$ cat src/cbu_pkg.sv
/*
  Constants, register map and types for the compare-and-branch unit.
  Assumes a 25 MHz system clock and Avalon-MM register access with byte addresses.
*/
package cbu_pkg;

  // word layout: bit 24 is the sign, bits 23:0 the magnitude
  localparam int WORD_W = 25;
  localparam int MAG_W = 24;
  localparam int SIGN_BIT = 24;
  localparam int ADDR_W = 15;
  localparam int AV_ADDR_W = 8;

  // instruction word fields
  localparam int INS_IA_BIT = 24;
  localparam int INS_X_LSB = 20;
  localparam int INS_OP_LSB = 14;
  localparam int INS_FLD_LSB = 10;
  localparam int INS_M_W = 10;

  // operation codes
  localparam logic [5:0] OPC_COMPARE = 6'h2C;
  localparam logic [5:0] OPC_MAGNITUDE = 6'h2D;
  localparam logic [5:0] OPC_ZEROS_COV = 6'h2E;
  localparam logic [5:0] OPC_ONES_COV = 6'h2F;
  localparam logic [5:0] OPC_BRANCH = 6'h30;
  localparam logic [5:0] OPC_JUMP = 6'h06;
  localparam logic [5:0] OPC_JUMP_RET = 6'h07;

  // indicator designations of the branch instruction
  localparam logic [3:0] IND_EQUAL = 4'h6;
  localparam logic [3:0] IND_HIGH = 4'h7;
  localparam logic [3:0] IND_LOW = 4'h5;
  localparam logic [3:0] IND_AR1 = 4'h1;
  localparam logic [3:0] IND_AR4 = 4'h4;

  // timing: one memory cycle is 4000 ns
  localparam int MEM_CYCLE_NS = 4000;
  localparam int CLK_PERIOD_NS = 40;
  localparam int CLKS_PER_CYCLE = (MEM_CYCLE_NS + CLK_PERIOD_NS - 1) / CLK_PERIOD_NS;
  localparam logic [1:0] CYC_COMPARE = 2'd2;
  localparam logic [1:0] CYC_TAKEN = 2'd1;
  localparam logic [1:0] CYC_SEQUENTIAL = 2'd2;
  localparam logic [1:0] CYC_JUMP = 2'd1;
  localparam logic [1:0] CYC_JUMP_RET = 2'd3;
  localparam logic [1:0] CYC_OTHER = 2'd1;

  // register byte offsets
  localparam logic [7:0] OFF_INSTR = 8'h00;
  localparam logic [7:0] OFF_CTRL = 8'h04;
  localparam logic [7:0] OFF_FIELD_MASK = 8'h08;
  localparam logic [7:0] OFF_STATUS = 8'h0C;
  localparam logic [7:0] OFF_CC = 8'h10;
  localparam logic [7:0] OFF_ARITH_RESULT = 8'h14;
  localparam logic [7:0] OFF_INDIRECT = 8'h18;
  localparam logic [7:0] OFF_STORE_ADDR = 8'h1C;
  localparam logic [7:0] OFF_STORE_DATA = 8'h20;
  localparam logic [7:0] OFF_MEM_HI = 8'h24;
  localparam logic [7:0] OFF_MEM_LO = 8'h28;
  localparam logic [7:0] OFF_AR_BASE = 8'h30;
  localparam logic [7:0] OFF_INDEX_BASE = 8'h40;

  // field positions
  localparam int CTRL_MULTIWORD = 0;
  localparam int CTRL_FIELD_SEL = 1;
  localparam int STAT_EQUAL = 0;
  localparam int STAT_HIGH = 1;
  localparam int STAT_LOW = 2;
  localparam int STAT_BUSY = 3;
  localparam int STAT_UNSUPPORTED = 4;

  // reset values
  localparam logic [WORD_W-1:0] RST_WORD = 25'h000_0000;
  localparam logic [ADDR_W-1:0] RST_ADDR = 15'h0000;
  localparam logic [1:0] RST_CTRL = 2'h0;
  localparam logic [MAG_W-1:0] RST_FIELD_MASK = 24'hFF_FFFF;
  localparam logic [31:0] RST_READ = 32'h0000_0000;

  typedef enum logic [2:0] {
    ST_IDLE = 3'b001,
    ST_LOAD = 3'b010,
    ST_RUN = 3'b100
  } exec_state_e;

endpackage

$ cat src/compare_and_branch_unit.sv
/*
  Compare-and-branch unit: four comparisons that drive the high, low and equal
  flags, indicator and sign-test branches, jump and jump-with-return, all timed in
  memory cycles. Assumes software loads operands, index registers and the
  instruction over Avalon-MM, and that memory storage takes the return word from
  the store outputs.
*/
// Implementation choices: the Avalon-MM slave port and the register addresses.
// Summary of operation
// - each compare sets exactly one of high, low, equal and clears the others
// - algebraic compare takes two cycles: high if greater, low if smaller, else equal
// - compares order magnitudes by raw unsigned binary value of the bits
// - multiword algebraic compare uses only the least significant word's sign
// - field selection compares chosen bits only; memory sign counts as positive
// - positive zero ranks above negative zero in the algebraic compare
// - magnitude compare takes two cycles and ignores all signs
// - ones coverage: equal if memory has a one wherever register has one, else high
// - zeros coverage: equal if memory has a zero wherever register has one, else high
// - coverage compares include signs unless field selection, which drops them
// - all-zero register operand in a coverage compare always gives equal
// - compares never change the operands, only the flags
// - branch loads target if tested flag set, else counter plus one; flag kept
// - flag branch takes one cycle when taken, two when not
// - branch op shares one code; field 0110 equal, 0111 high, 0101 low
// - add and subtract results set equal when zero, clear it otherwise
// - sign test branches in one cycle if positive, else two cycles in sequence
// - sign test field 0001 to 0100 selects arithmetic register one to four
// - jump loads the counter with the indexed address
// - jump with return stores next address, continues after the stored location
// - compares take indirect, multiword, field select; branches take indirect target
`timescale 1ns/1ns
module compare_and_branch_unit (
  // clock and reset
  input wire logic clk_sys,
  input wire logic rst_n,
  // avalon-mm register slave
  input wire logic [cbu_pkg::AV_ADDR_W-1:0] address,
  input wire logic read,
  input wire logic write,
  input wire logic [31:0] writedata,
  input wire logic [3:0] byteenable,
  output logic [31:0] readdata,
  output logic waitrequest,
  // indicators and sequencing
  output logic equal_flag,
  output logic high_flag,
  output logic low_flag,
  output logic [cbu_pkg::ADDR_W-1:0] control_counter,
  output logic busy,
  // return word towards memory storage
  output logic store_valid,
  output logic [cbu_pkg::ADDR_W-1:0] store_address,
  output logic [cbu_pkg::WORD_W-1:0] store_data
);
  import cbu_pkg::*;

  function automatic logic at(input logic [7:0] a, input logic [7:0] off);
    return a[7:2] == off[7:2];
  endfunction

  function automatic logic [31:0] be_merge(input logic [31:0] old, input logic [31:0] nw,
                                           input logic [3:0] be);
    logic [31:0] r;
    r = old;
    for (int b = 0; b < 4; b++) begin
      if (be[b]) begin
        r[8*b +: 8] = nw[8*b +: 8];
      end
    end
    return r;
  endfunction

  // eq, high, low from a strict-order outcome
  function automatic logic [2:0] flags3(input logic hi, input logic lo);
    return {~hi & ~lo, hi, lo};
  endfunction

  // registers
  logic wait_ff;
  logic [31:0] rdata_ff;
  exec_state_e state_ff;
  logic busy_ff;
  logic [8:0] cnt_ff;
  logic [WORD_W-1:0] instr_ff;
  logic [1:0] ctrl_ff;
  logic [MAG_W-1:0] mask_ff;
  logic [ADDR_W-1:0] cc_ff;
  logic [ADDR_W-1:0] indirect_ff;
  logic [WORD_W-1:0] mem_hi_ff;
  logic [WORD_W-1:0] mem_lo_ff;
  logic [WORD_W-1:0] ar_ff [0:3];
  logic [ADDR_W-1:0] idx_ff [0:15];
  logic eq_ff;
  logic hi_ff;
  logic lo_ff;
  logic unsup_ff;
  logic store_valid_ff;
  logic [ADDR_W-1:0] store_addr_ff;
  logic [WORD_W-1:0] store_data_ff;

  // bus decode
  wire req = read | write;
  wire stall = write & busy_ff;
  wire nxt_wait = ~(req & wait_ff & ~stall);
  wire wr_en = write & ~wait_ff;
  wire [31:0] wr_word_ctrl = be_merge(32'(ctrl_ff), writedata, byteenable);
  wire [31:0] wr_word_mask = be_merge(32'(mask_ff), writedata, byteenable);
  wire [31:0] wr_word_cc = be_merge(32'(cc_ff), writedata, byteenable);
  wire [31:0] wr_word_ind = be_merge(32'(indirect_ff), writedata, byteenable);
  wire [31:0] wr_word_mhi = be_merge(32'(mem_hi_ff), writedata, byteenable);
  wire [31:0] wr_word_mlo = be_merge(32'(mem_lo_ff), writedata, byteenable);
  wire [31:0] wr_word_ins = be_merge(32'(instr_ff), writedata, byteenable);
  wire [31:0] wr_word_arith = be_merge(32'h0000_0000, writedata, byteenable);
  wire wr_instr = wr_en & at(address, OFF_INSTR);
  wire wr_ctrl = wr_en & at(address, OFF_CTRL);
  wire wr_mask = wr_en & at(address, OFF_FIELD_MASK);
  wire wr_cc = wr_en & at(address, OFF_CC);
  wire wr_arith = wr_en & at(address, OFF_ARITH_RESULT);
  wire wr_ind = wr_en & at(address, OFF_INDIRECT);
  wire wr_mhi = wr_en & at(address, OFF_MEM_HI);
  wire wr_mlo = wr_en & at(address, OFF_MEM_LO);
  wire in_ar = address[7:4] == OFF_AR_BASE[7:4];
  wire in_idx = address[7:6] == OFF_INDEX_BASE[7:6];

  // instruction fields
  wire ins_ia = instr_ff[INS_IA_BIT];
  wire [3:0] ins_x = instr_ff[INS_X_LSB +: 4];
  wire [5:0] ins_op = instr_ff[INS_OP_LSB +: 6];
  wire [3:0] ins_fld = instr_ff[INS_FLD_LSB +: 4];
  wire [ADDR_W-1:0] ins_m = ADDR_W'(instr_ff[INS_M_W-1:0]);
  wire [ADDR_W-1:0] eff_addr = ins_m + idx_ff[ins_x];
  wire [ADDR_W-1:0] target = ins_ia ? indirect_ff : eff_addr;

  // operand assembly; register and memory contents are only read here
  wire mw = ctrl_ff[CTRL_MULTIWORD];
  wire fsel = ins_ia & ctrl_ff[CTRL_FIELD_SEL];
  wire [1:0] ar_idx = 2'(ins_fld - IND_AR1);
  wire [WORD_W-1:0] ar_sel = ar_ff[ar_idx];
  wire [47:0] r_mag = mw ? {ar_ff[0][MAG_W-1:0], ar_ff[1][MAG_W-1:0]}
                         : {24'h00_0000, ar_sel[MAG_W-1:0]};
  wire [47:0] m_mag = mw ? {mem_hi_ff[MAG_W-1:0], mem_lo_ff[MAG_W-1:0]}
                         : {24'h00_0000, mem_lo_ff[MAG_W-1:0]};
  wire r_sign = mw ? ar_ff[1][SIGN_BIT] : ar_sel[SIGN_BIT];
  wire m_sign_raw = mem_lo_ff[SIGN_BIT];
  wire m_sign = fsel ? 1'b0 : m_sign_raw;
  wire [47:0] msk = fsel ? {mw ? mask_ff : 24'h00_0000, mask_ff}
                         : 48'hFFFF_FFFF_FFFF;
  wire [47:0] ra = r_mag & msk;
  wire [47:0] ma = m_mag & msk;
  wire mag_gt = ra > ma;
  wire mag_lt = ra < ma;

  // algebraic: signs differ means the positive side wins, zeros included
  wire alg_hi = (r_sign != m_sign) ? ~r_sign : (r_sign ? mag_lt : mag_gt);
  wire alg_lo = (r_sign != m_sign) ? r_sign : (r_sign ? mag_gt : mag_lt);
  wire [2:0] alg_flags = flags3(alg_hi, alg_lo);
  wire [2:0] abs_flags = flags3(mag_gt, mag_lt);

  // coverage vectors carry both signs unless field selection drops them
  wire [49:0] r_bits = fsel ? {2'b00, ra} : {mw & ar_ff[0][SIGN_BIT], r_sign, r_mag};
  wire [49:0] m_bits = fsel ? {2'b00, ma}
                            : {mw & mem_hi_ff[SIGN_BIT], m_sign_raw, m_mag};
  wire ones_ok = ~|(r_bits & ~m_bits);
  wire zeros_ok = ~|(r_bits & m_bits);
  wire r_zero = ~|r_bits;
  wire cov_eq = r_zero | ((ins_op == OPC_ONES_COV) ? ones_ok : zeros_ok);
  wire [2:0] cov_flags = flags3(~cov_eq, 1'b0);

  // branch condition
  wire is_sign_test = (ins_fld >= IND_AR1) && (ins_fld <= IND_AR4);
  wire test_val = (ins_fld == IND_EQUAL) ? eq_ff :
                  (ins_fld == IND_HIGH) ? hi_ff :
                  (ins_fld == IND_LOW) ? lo_ff :
                  is_sign_test ? ~ar_sel[SIGN_BIT] : 1'b0;

  // per-operation outcome
  wire is_cmp = (ins_op == OPC_COMPARE) || (ins_op == OPC_MAGNITUDE);
  wire is_cov = (ins_op == OPC_ONES_COV) || (ins_op == OPC_ZEROS_COV);
  wire is_branch = ins_op == OPC_BRANCH;
  wire is_jump = ins_op == OPC_JUMP;
  wire is_ret = ins_op == OPC_JUMP_RET;
  wire known = is_cmp | is_cov | is_branch | is_jump | is_ret;
  wire [2:0] cmp_flags = (ins_op == OPC_COMPARE) ? alg_flags :
                         (ins_op == OPC_MAGNITUDE) ? abs_flags : cov_flags;
  wire [ADDR_W-1:0] cc_next_seq = cc_ff + 15'h0001;
  wire [ADDR_W-1:0] exec_cc = is_jump ? target :
                              is_ret ? target + 15'h0001 :
                              (is_branch & test_val) ? target :
                              known ? cc_next_seq : cc_ff;
  wire [1:0] exec_cyc = (is_cmp | is_cov) ? CYC_COMPARE :
                        is_branch ? (test_val ? CYC_TAKEN : CYC_SEQUENTIAL) :
                        is_jump ? CYC_JUMP :
                        is_ret ? CYC_JUMP_RET : CYC_OTHER;
  wire [8:0] exec_clks = 9'(int'(exec_cyc) * CLKS_PER_CYCLE);
  wire done = (state_ff == ST_RUN) && (cnt_ff == 9'h000);

  // sequencer: load cycle plus run cycles give exactly exec_clks busy clocks
  exec_state_e nxt_state;
  logic [8:0] nxt_cnt;
  always_comb begin
    nxt_state = state_ff;
    nxt_cnt = cnt_ff;
    case (state_ff)
      ST_IDLE: begin
        if (wr_instr) begin
          nxt_state = ST_LOAD;
        end
      end
      ST_LOAD: begin
        nxt_state = ST_RUN;
        nxt_cnt = exec_clks - 9'h002;
      end
      ST_RUN: begin
        if (cnt_ff == 9'h000) begin
          nxt_state = ST_IDLE;
        end else begin
          nxt_cnt = cnt_ff - 9'h001;
        end
      end
      default: begin
        nxt_state = ST_IDLE;
      end
    endcase
  end

  wire nxt_busy = nxt_state != ST_IDLE;

  // read mux
  logic [31:0] nxt_rdata;
  always_comb begin
    nxt_rdata = RST_READ;
    if (at(address, OFF_INSTR)) begin
      nxt_rdata = 32'(instr_ff);
    end else if (at(address, OFF_CTRL)) begin
      nxt_rdata = 32'(ctrl_ff);
    end else if (at(address, OFF_FIELD_MASK)) begin
      nxt_rdata = 32'(mask_ff);
    end else if (at(address, OFF_STATUS)) begin
      nxt_rdata = 32'({unsup_ff, busy_ff, lo_ff, hi_ff, eq_ff});
    end else if (at(address, OFF_CC)) begin
      nxt_rdata = 32'(cc_ff);
    end else if (at(address, OFF_INDIRECT)) begin
      nxt_rdata = 32'(indirect_ff);
    end else if (at(address, OFF_STORE_ADDR)) begin
      nxt_rdata = 32'(store_addr_ff);
    end else if (at(address, OFF_STORE_DATA)) begin
      nxt_rdata = 32'(store_data_ff);
    end else if (at(address, OFF_MEM_HI)) begin
      nxt_rdata = 32'(mem_hi_ff);
    end else if (at(address, OFF_MEM_LO)) begin
      nxt_rdata = 32'(mem_lo_ff);
    end else if (in_ar) begin
      nxt_rdata = 32'(ar_ff[address[3:2]]);
    end else if (in_idx) begin
      nxt_rdata = 32'(idx_ff[address[5:2]]);
    end
  end

  always_ff @(posedge clk_sys or negedge rst_n) begin
    if (!rst_n) begin
      wait_ff <= 1'b1;
      rdata_ff <= RST_READ;
      state_ff <= ST_IDLE;
      busy_ff <= 1'b0;
      cnt_ff <= 9'h000;
    end else begin
      wait_ff <= nxt_wait;
      rdata_ff <= (~nxt_wait & read) ? nxt_rdata : rdata_ff;
      state_ff <= nxt_state;
      busy_ff <= nxt_busy;
      cnt_ff <= nxt_cnt;
    end
  end

  // software-held configuration; all writes are stalled while busy
  always_ff @(posedge clk_sys or negedge rst_n) begin
    if (!rst_n) begin
      instr_ff <= RST_WORD;
      ctrl_ff <= RST_CTRL;
      mask_ff <= RST_FIELD_MASK;
      indirect_ff <= RST_ADDR;
      mem_hi_ff <= RST_WORD;
      mem_lo_ff <= RST_WORD;
    end else begin
      if (wr_instr) instr_ff <= wr_word_ins[WORD_W-1:0];
      if (wr_ctrl) ctrl_ff <= wr_word_ctrl[1:0];
      if (wr_mask) mask_ff <= wr_word_mask[MAG_W-1:0];
      if (wr_ind) indirect_ff <= wr_word_ind[ADDR_W-1:0];
      if (wr_mhi) mem_hi_ff <= wr_word_mhi[WORD_W-1:0];
      if (wr_mlo) mem_lo_ff <= wr_word_mlo[WORD_W-1:0];
    end
  end

  // arithmetic registers: written by software only, never by execution
  genvar g;
  generate
    for (g = 0; g < 4; g++) begin : gen_ar
      wire wr_this = wr_en & in_ar & (address[3:2] == 2'(g));
      wire [31:0] wr_word = be_merge(32'(ar_ff[g]), writedata, byteenable);
      always_ff @(posedge clk_sys or negedge rst_n) begin
        if (!rst_n) begin
          ar_ff[g] <= RST_WORD;
        end else if (wr_this) begin
          ar_ff[g] <= wr_word[WORD_W-1:0];
        end
      end
    end
    // index zero stays zero so designation zero means no indexing
    always_ff @(posedge clk_sys or negedge rst_n) begin
      if (!rst_n) begin
        idx_ff[0] <= RST_ADDR;
      end else begin
        idx_ff[0] <= RST_ADDR;
      end
    end
    for (g = 1; g < 16; g++) begin : gen_idx
      wire wr_this = wr_en & in_idx & (address[5:2] == 4'(g));
      wire [31:0] wr_word = be_merge(32'(idx_ff[g]), writedata, byteenable);
      always_ff @(posedge clk_sys or negedge rst_n) begin
        if (!rst_n) begin
          idx_ff[g] <= RST_ADDR;
        end else if (wr_this) begin
          idx_ff[g] <= wr_word[ADDR_W-1:0];
        end
      end
    end
  endgenerate

  // indicators and counter update at the end of the instruction, or when software writes the arithmetic result or counter
  wire arith_zero = ~|wr_word_arith[MAG_W-1:0];
  always_ff @(posedge clk_sys or negedge rst_n) begin
    if (!rst_n) begin
      eq_ff <= 1'b0;
      hi_ff <= 1'b0;
      lo_ff <= 1'b0;
      cc_ff <= RST_ADDR;
      unsup_ff <= 1'b0;
    end else begin
      if (done & (is_cmp | is_cov)) begin
        {eq_ff, hi_ff, lo_ff} <= cmp_flags;
      end else if (wr_arith) begin
        eq_ff <= arith_zero;
      end
      if (done) begin
        cc_ff <= exec_cc;
        unsup_ff <= ~known;
      end else if (wr_cc) begin
        cc_ff <= wr_word_cc[ADDR_W-1:0];
      end
    end
  end

  // return word: next sequential address in bits 14:0, upper bits cleared
  always_ff @(posedge clk_sys or negedge rst_n) begin
    if (!rst_n) begin
      store_valid_ff <= 1'b0;
      store_addr_ff <= RST_ADDR;
      store_data_ff <= RST_WORD;
    end else begin
      store_valid_ff <= done & is_ret;
      if (done & is_ret) begin
        store_addr_ff <= target;
        store_data_ff <= WORD_W'(cc_next_seq);
      end
    end
  end

  assign readdata = rdata_ff;
  assign waitrequest = wait_ff;
  assign equal_flag = eq_ff;
  assign high_flag = hi_ff;
  assign low_flag = lo_ff;
  assign control_counter = cc_ff;
  assign busy = busy_ff;
  assign store_valid = store_valid_ff;
  assign store_address = store_addr_ff;
  assign store_data = store_data_ff;

endmodule

$ cat config.mk
export PLATFORM = sky130hd
export DESIGN_NAME = compare_and_branch_unit
export DESIGN_NICKNAME = d
export VERILOG_FILES = /design/src/cbu_pkg.sv /design/src/compare_and_branch_unit.sv
export SDC_FILE = /design/constraint.sdc
export NUM_CORES = 1
export LEC_CHECK = 0
export BUFFER_PORTS_ARGS = -buffer_cell sky130_fd_sc_hd__buf_2
export CORE_AREA = 2 2 327 329
export DETAILED_ROUTE_END_ITERATION = 8
export DIE_AREA = 0 0 329 331
export PLACE_DENSITY_LB_ADDON = 0.12
export SYNTH_ARGS = -nofsm -noshare
export SYNTH_HDL_FRONTEND = slang
export SYNTH_SLANG_ARGS = --single-unit
export TNS_END_PERCENT = 10
$ cat constraint.sdc
create_clock -name clk_sys -period 7.3 [get_ports clk_sys]
set_input_delay 0.73 -clock clk_sys [delete_from_list [all_inputs] [get_ports clk_sys]]
set_output_delay 0.73 -clock clk_sys [all_outputs]
set_load 0.1 [all_outputs]
Yosys cells after proc, flatten, opt, wreduce, memory -nomap -nowiden --
Cells that the tools add are included.
Storage, ports and cells: register bits 537, bits of input ports 48, output and inout port bits 93, word-level logic and storage cells 362
Cells by class: $add $sub $neg 6, multiply operators 1, $lt $le $gt $ge 8, equal/unequal tests 47, multiplexer cells 67, bitwise operators 68, reductions and logical operators 87
Operators with widths (count):
- $mux W25 | 15
- $mux W15 | 12
- $reduce_or A50 Y1 | 3
- $mux W48 | 3
- $reduce_and A2 Y1 | 65
- $bmux W15 S4 | 2
- $and A50 B50 Y50 | 2
- $bmux W25 S2 | 2
- $mux W50 | 2
- $and A48 B48 Y48 | 2
- $not A50 Y50 | 1
- $gt A48 B48 Y1 | 1
- $lt A48 B48 Y1 | 1
- $and A1 B1 Y1 | 42
- $eq A6 B3 Y1 const B | 6
- $eq A4 B4 Y1 const B | 8
- $mux W8 | 4
- $add A15 B1 Y15 const B | 2
- $eq A6 B6 Y1 const B | 5
- $eq A4 B3 Y1 const B | 7
- $mux W24 | 1
- $reduce_or A24 Y1 | 1
- $eq A6 B4 Y1 const B | 3
- $pmux W9 S2 | 1
- other kinds (40) | 93

Depth between registers and ports, before layout --
Gate-level depths: netlist of the first run.
word-level depth 17, mapped depth 21, gate-level depth less buffers 16

Worst setup path before layout of the first run --
OpenSTA, ideal clock, no wires.
path kind flip-flop to flip-flop, start point register instr_ff[20], end point register cc_ff[14] (netlist: control_counter[14]), arrival time 5409 ps, slack 1757 ps, cell stages (with the launch flop) 18, path through dfrtp_1 buf_6 buf_6 buf_1 buf_1 mux4_2 mux4_2 ha_1 fa_1 a211o_1 a21oi_1 o2111ai_1 a221oi_2 nand4_4 or3_4 nor4b_4 nor3b_1 a211oi_1
On the way: cells in the longest elaborated chain, start to end 10
RTL lines:
- start: declaration | RTL line compare_and_branch_unit.sv:84 | logic [WORD_W-1:0] instr_ff;
- start signal: assignment | RTL line compare_and_branch_unit.sv:285 | if (wr_instr) instr_ff <= wr_word_ins[WORD_W-1:0];
- $not A4 Y5 (not written as such) * | RTL line compare_and_branch_unit.sv:131 | wire [ADDR_W-1:0] eff_addr = ins_m + idx_ff[ins_x];
- $bmux W15 S4 * | RTL line compare_and_branch_unit.sv:131
- $mux W15 (not written as such) * (2 in series) | RTL line compare_and_branch_unit.sv:131
- $add A10 B15 Y15 * | RTL line compare_and_branch_unit.sv:131
- $mux W15 * | RTL line compare_and_branch_unit.sv:132 | wire [ADDR_W-1:0] target = ins_ia ? indirect_ff : eff_addr;
- $add A15 B1 Y15 / $mux W15 (equally long branches) | RTL line compare_and_branch_unit.sv:187, compare_and_branch_unit.sv:188
- $mux W15 | RTL line compare_and_branch_unit.sv:187 | is_ret ? target + 15'h0001 :
- $mux W15 * | RTL line compare_and_branch_unit.sv:186 | wire [ADDR_W-1:0] exec_cc = is_jump ? target :
- $mux W15 * | RTL line compare_and_branch_unit.sv:344 | if (done) begin
- end signal: assignment | RTL line compare_and_branch_unit.sv:348 | cc_ff <= wr_word_cc[ADDR_W-1:0];
- end: declaration | RTL line compare_and_branch_unit.sv:87 | logic [ADDR_W-1:0] cc_ff;
Mark *: on every way between the ends. The rest lies on a longest branch, timed or not. The select of a mux whose other input is x is not followed. A chain may end at the register's enable or synchronous reset.

Worst setup path in the final report of the first run --
Ends and elaborated chain as after synthesis.

==> impl_metrics.yaml, run 1 <==
run_status:
  run_status: "complete, no violations"
routing:
  drtIter0Drc: 2540
  via_per_inst: 5.84
  wl_per_cell_um: 31.6
  drc: 0
  via_count: 24700
  drtAntennaViolNets: 0
  drt-total-wl_um: 133000
  drt-pass1-iter-count: 9
sta:
  max_clock_freq_mhz: 181
  slew_violations: 0
  holdWs_ns: 0.0542
  setup-violations-final: 0
  period_needed_ns: 5.51
  slew_headroom: 0.175
  final.setup.tns_ns: 0
  fin_skew_ns: 0.0185
  fin_crit_sh: 0.755
  hold_violations: 0
  post-route-worst-setup-slack_ns: 1.79
  tightest_slew_ns: 1.23
  rsz0062_at_grt: "false"
clocking:
  cts_tree: "done"
  clock_latency_ns: 0.65
  cts_max_level: 3
  post_cts_buffers: 0
  root_buffer: "clkbuf_16"
  clk_pin_slew_ns: 0.06
  cts.path.max_buffers: 3
  cts_hold_buf: 0
  clock-sinks: 530
  numCtsBuffers: 69
  postCtsResizedCells: 0
setup_path:
  arrival_ns: 6.01
  cp_slowest_cell: "dfrtp_4"
  cp_max_fo: 38
  worst_path_most_repeated_cell: "mux4_2"
  start_kind: "flop"
  required_ns: 7.79
  max_stage_delay_ns: 0.95
  rr_worst_depth: 13
  crit_path_end_kind: "flop"
  crit_type: "flop to flop"
  cp_cell_sequence: "mux4_2 -> mux4_2 -> ha_1 -> fa_1 -> a211o_1 -> a21oi_1 -> o2111ai_1 -> a221oi_2 -> nand4_4 -> or3_4 -> nor4b_4 -> nor3b_1 -> a211oi_1"
synthesis:
  synth_edf_count: 0
  synth.area.top_cells: "dfrtp_1 40%, mux2_2 17%, mux4_2 9.7%, nand2_1 2.9%, ha_1 2.8%"
  ys_ff_latch: 530
  synth_top_area_frac: 0.401
  synthTopCellsByCount: "504 x dfrtp_1, 480 x mux2_2, 243 x nand2_1, 135 x mux4_2, 117 x nor2_1"
  async_flop_share: 1.00
  synth_ff_type: "dfrtp_1"
  synth_area_um2: 31400
  yosysTopAreaCell: "dfrtp_1"
  synthDistinctLibCells: 99
  syn_inst: 2697
  synth_most_common_cell: "dfrtp_1"
  yosysSeqAreaShare: 0.423
  avgSynthCellArea_um2: 11.7
  ys_warn_count: 0
power:
  p_leak_nw: 16.1
  power_density_nw_per_um2: 226
  max-vdd-ir-drop_mv: 0.194
floorplanning:
  io_pins: 141
  rows: 119
  dieArea_um2: 109000
  start_util: 0.300
  fp.dieH_um: 331
  dieWidth_um: 329
  design.core.area_um2: 105000
placement:
  io_buffers: 114
  place_hpwl_um: 95400
  pre_cts_slack_ns: 1.82
  placed_cell_area_um2: 33600
  gp_congestion: 0.958
global_routing:
  grt_max_degree: 158
  antenna_found_initial: 8
  grt_usage: 0.244
  grt_pass1_vias: 25000
  gr-total-overflow: 0
  grt_pass1_wl_um: 191000
finish:
  syn_to_final_growth_pct: 13.9
  layout-drive-gt1-share: 0.344
  nets: 2897
  n_antenna_cell: 0
  fin_area_um2: 35800
run:
  max-cap-violations: 0
hold_path:
  hp-class: "input pin to asynchronous set/reset pin"
state kept, by name, indices dropped and copies added (netlist names), 24 cells and up:
| name | count |
|---|---|
| mask_ff | 24 |
| readdata | 25 |
| mem_lo_ff | 25 |
| mem_hi_ff | 25 |
| ar_ff | 100 |
| instr_ff | 25 |
| idx_ff | 225 |
per-stage QoR:
stage,utilization,power [mW],instances
global route,0.341,8.40,4222
detailed placement,0.320,4.67,4098
floorplan,-,4.16,2713
finish,0.341,8.09,4222
global placement,0.320,4.65,4098
CTS,0.341,8.16,4222
where the power goes:
part           total (mW)  switching (mW)  internal (mW)
Sequential           3.29           0.192           3.10
Combinational        1.34           0.911          0.429
Clock                3.46            1.43           2.03
Total                8.09            2.54           5.55
critical path, delay by kind of cell, from the launching register on:
kind                       cells  cell delay [ns]
adders and majority gates      2             0.70
muxes                          2             1.13
AOI/OAI and AO/OA              5             1.43
DFF                            1             0.95
and+or+nand+nor                4             1.09
cells by family after synthesis:
kind of cell | count (synthesis) | share of synthesized area
buffers and inverters | 259 | 0.0355
AO/OA/AOI/OAI | 477 | 0.112
other | 1 | 0.000119
AND/OR/NAND/NOR | 657 | 0.103
adder cells (fa/ha/maj) | 71 | 0.0285
flip-flops | 530 | 0.423
multiplexers | 675 | 0.291
XOR/XNOR | 27 | 0.00752
layout make-up:
type / count / area [um2]
well taps: 1391 / 1740
clock buffers: 98 / 1960
flip-flops and latches: 530 / 13300
multi-input cells: 1924 / 17100
fillers: 10400 / 69100
repair buffers: 175 / 1100
clock inverters: 26 / 304
inverters: 78 / 293
placed cells by master (no fill, tap or decap), drive strengths merged, types with 12 or more instances in the layout:
cell type / count
dfrtp: 504
mux2: 481
nand2: 243
buf: 175
mux4: 142
nor2: 117
clkbuf: 98
o21ai: 93
inv: 82
nand3: 80
ha: 70
a21oi: 60
mux2i: 52
a22o: 37
a22oi: 34
o22ai: 33
a221oi: 33
nand4: 33
nand3b: 32
dfstp: 26
nor3: 26
nand2b: 20
a222oi: 20
nor4: 20
a31oi: 18
conb: 17
clkinv: 17
o211ai: 14
xnor2: 14
and3: 14
and2: 14
nor2b: 14
xor2: 13
o221ai: 12
a21o: 12
o31ai: 12
metal layers:
metal / vias up / GRT usage / share of wire
met5: - / 0 / 0.00016
met4: 4 / 0.0837 / 0.035
met3: 210 / 0.0437 / 0.067
met2: 948 / 0.386 / 0.46
met1: 13100 / 0.337 / 0.44
li1: 10400 / - / -
worst paths after layout:
| check | startpoint | to | slack (ns) |
|---|---|---|---|
| min in group clk_sys | write | waitrequest | 0.42 |
| setup reg to reg | instr_ff[20] | control_counter[14] | 1.79 |
| hold / removal | rst_n | cnt_ff[5] | 0.05 |
| setup / recovery | instr_ff[20] | control_counter[14] | 1.79 |
| max in group asynchronous | rst_n | idx_ff[200] | 5.44 |
| hold reg to reg | cnt_ff[7] | cnt_ff[7] | 0.48 |
Note: power is estimated with default switching activity, not from simulation.
==> inputs of run 2 (changes only) <==
ABC_AREA = 1   (was default)
CORE_AREA = 2 2 326 328   (was 2 2 327 329)
DIE_AREA = 0 0 328 330   (was 0 0 329 331)
clock period = 5.6 ns   (was 7.3 ns; I/O delays follow)
==> run 2 against run 1 <==
Routed wire length grew 4.6%. Final cell count grew 34%. Total power grew 32%. Cell area shrank 1.2%. Sequential share of layout area grew 0.47 points. Clock power grew 34%. Hold slack gained 0.083 ns. Die area shrank 0.61%. Via count grew 24%. Synthesized cell count grew 56%. Sequential power grew 29%. Largest cell class unchanged. Largest power group unchanged. Highest routed layer unchanged.
==> impl_metrics.yaml, run 2 <==
finish:
  nets: 4338
  syn_to_final_growth_pct: 13.1
  fin_area_um2: 35400
  regMostFlops: "idx_ff"
  reg_top3: "idx_ff (225), ar_ff (100)"
  final_common_cell: "nand2_1"
  largest_reg_flops: 225
  n_antenna_cell: 0
  fillers: 11200
  fin_cells: 5664
  final_util: 0.338
  layout-drive-gt1-share: 0.0995
  mostFrequentLayoutCells: "1058 x nand2_1, 667 x o21ai_0, 500 x dfrtp_1, 310 x inv_1, 282 x nor2_1"
global_routing:
  grt_pass1_vias: 29100
  gr-total-overflow: 0
  grt_pass1_wl_um: 205000
  antenna_found_initial: 5
  grt_max_degree: 133
  grt_usage: 0.256
clocking:
  cts.path.max_buffers: 3
  clock-sinks: 530
  cts_tree: "done"
  post_cts_buffers: 0
  postCtsResizedCells: 0
  cts_max_level: 3
  clk_pin_slew_ns: 0.06
  root_buffer: "clkbuf_16"
  numCtsBuffers: 70
  clock_latency_ns: 0.66
  cts_hold_buf: 1
power:
  p_leak_nw: 16.0
  power_density_nw_per_um2: 301
  max-vdd-ir-drop_mv: 0.232
setup_path:
  crit_path_end_kind: "flop"
  start_kind: "flop"
  arrival_ns: 5.12
  crit_type: "flop to flop"
  r2r_slack_ns: 1.02
  required_ns: 6.14
  cp_max_fo: 48
floorplanning:
  design.core.area_um2: 105000
  start_util: 0.299
  rows: 119
  fp.dieH_um: 330
  dieWidth_um: 328
  dieArea_um2: 108000
  io_pins: 141
synthesis:
  synth_ff_type: "dfrtp_1"
  synth.area.top_cells: "dfrtp_1 40%, nand2_1 13%, o21ai_0 11%, nand3_1 3.9%, inv_1 3.7%"
  synth_most_common_cell: "nand2_1"
  synth_area_um2: 31300
  ys_warn_count: 0
  yosysTopAreaCell: "dfrtp_1"
  synthDistinctLibCells: 68
  synthTopCellsByCount: "1058 x nand2_1, 667 x o21ai_0, 504 x dfrtp_1, 310 x inv_1, 287 x nor2_1"
  yosysSeqAreaShare: 0.425
  syn_inst: 4209
  synth_top_area_frac: 0.403
  async_flop_share: 1.00
  synth_edf_count: 0
  avgSynthCellArea_um2: 7.44
  ys_ff_latch: 530
sta:
  period_needed_ns: 4.58
  fin_crit_sh: 0.819
  rsz0062_at_grt: "false"
  final.setup.tns_ns: 0
  slew_violations: 0
  tightest_slew_ns: 1.18
  max_clock_freq_mhz: 218
  setup-violations-final: 0
  slew_headroom: 0.214
  holdWs_ns: 0.137
  hold_violations: 0
  fin_skew_ns: 0.0342
routing:
  via_count: 30500
  drtIter0Drc: 3166
  wl_per_cell_um: 24.6
  drt-pass1-iter-count: 6
  drtAntennaViolNets: 0
  drt-total-wl_um: 139000
  drc: 0
  via_per_inst: 5.39
hold_path:
  hp-class: "input pin to flop"
run:
  max-cap-violations: 0
placement:
  place_hpwl_um: 98900
  placed_cell_area_um2: 33000
  gp_congestion: 0.985
  dp_cells: 5537
  io_buffers: 114
run_status:
  run_status: "complete, no violations"
-- run 2: per-layer routing --
metal	GRT usage	part of all wire	vias up
li1	-	-	14300
met4	0.0827	0.034	2
met2	0.400	0.45	1145
met1	0.366	0.46	14900
met3	0.0318	0.059	218
met5	0	0.00011	-
-- run 2: layout make-up --
class	count	area, um2	area share
Sequential cell	530	13300	0.376
Tap cell	1391	1740	0.0492
Timing Repair Buffer	187	1240	0.0352
Clock inverter	18	246	0.00697
Inverter	331	1250	0.0355
Clock buffer	108	2090	0.0590
Multi-Input combinational cell	3099	15500	0.438
-- run 2: metrics by stage --
step	power, mW	setup WS (ns)
CTS	10.7	1.05
finish	10.6	1.02
global route	11.1	0.464
detailed placement	6.07	1.07
floorplan	5.41	1.67
global placement	6.06	1.10
-- run 2: cells by family (layout without fill, tap and decap cells) --
logic type	after synthesis	after routing	synth area share
AO/OA/AOI/OAI	1246	1246	0.225
XOR/XNOR	13	13	0.00364
adder cells (fa/ha/maj)	71	71	0.0286
buffers and inverters	596	644	0.0828
flip-flops	530	530	0.425
other	1	17	0.000120
AND/OR/NAND/NOR	1752	1752	0.235
-- run 2: worst max-delay path: stages, from the launching register on --
cell and delay (ns):
dfrtp_4 0.51, inv_6 0.32, buf_4 0.47, o21ai_0 0.14, o221ai_1 0.21, nand3_1 0.16, nand2_1 0.15, ha_1 0.26
fa_1 0.36, nand3_1 0.13, nand2_1 0.12, nand2_1 0.08, nand2_1 0.07, nand2_1 0.04, nand3_1 0.17, o21ai_0 0.25
inv_1 0.22, nand4_1 0.20, nor2_1 0.17, nand3_1 0.09, nand3_1 0.11, nand2_1 0.07, nand2_1 0.08, a21boi_2 0.05
-- run 2: path summary, 6_finish.rpt --
path                       cells past startpoint         start             endpoint
max                                           23  instr_ff[20]  control_counter[13]
min                                            2          read          waitrequest
max reg2reg                                   23  instr_ff[20]  control_counter[13]
min reg2reg                                    1     cnt_ff[0]            cnt_ff[0]
max in group asynchronous                      3         rst_n          idx_ff[187]
min in group asynchronous                      2         rst_n            ar_ff[98]
-- run 2: power breakdown --
part	total (mW)	internal [mW]	switching, mW
Sequential	4.23	4.04	0.189
Combinational	1.80	0.428	1.37
Clock	4.62	2.72	1.90
Total	10.6	7.19	3.46
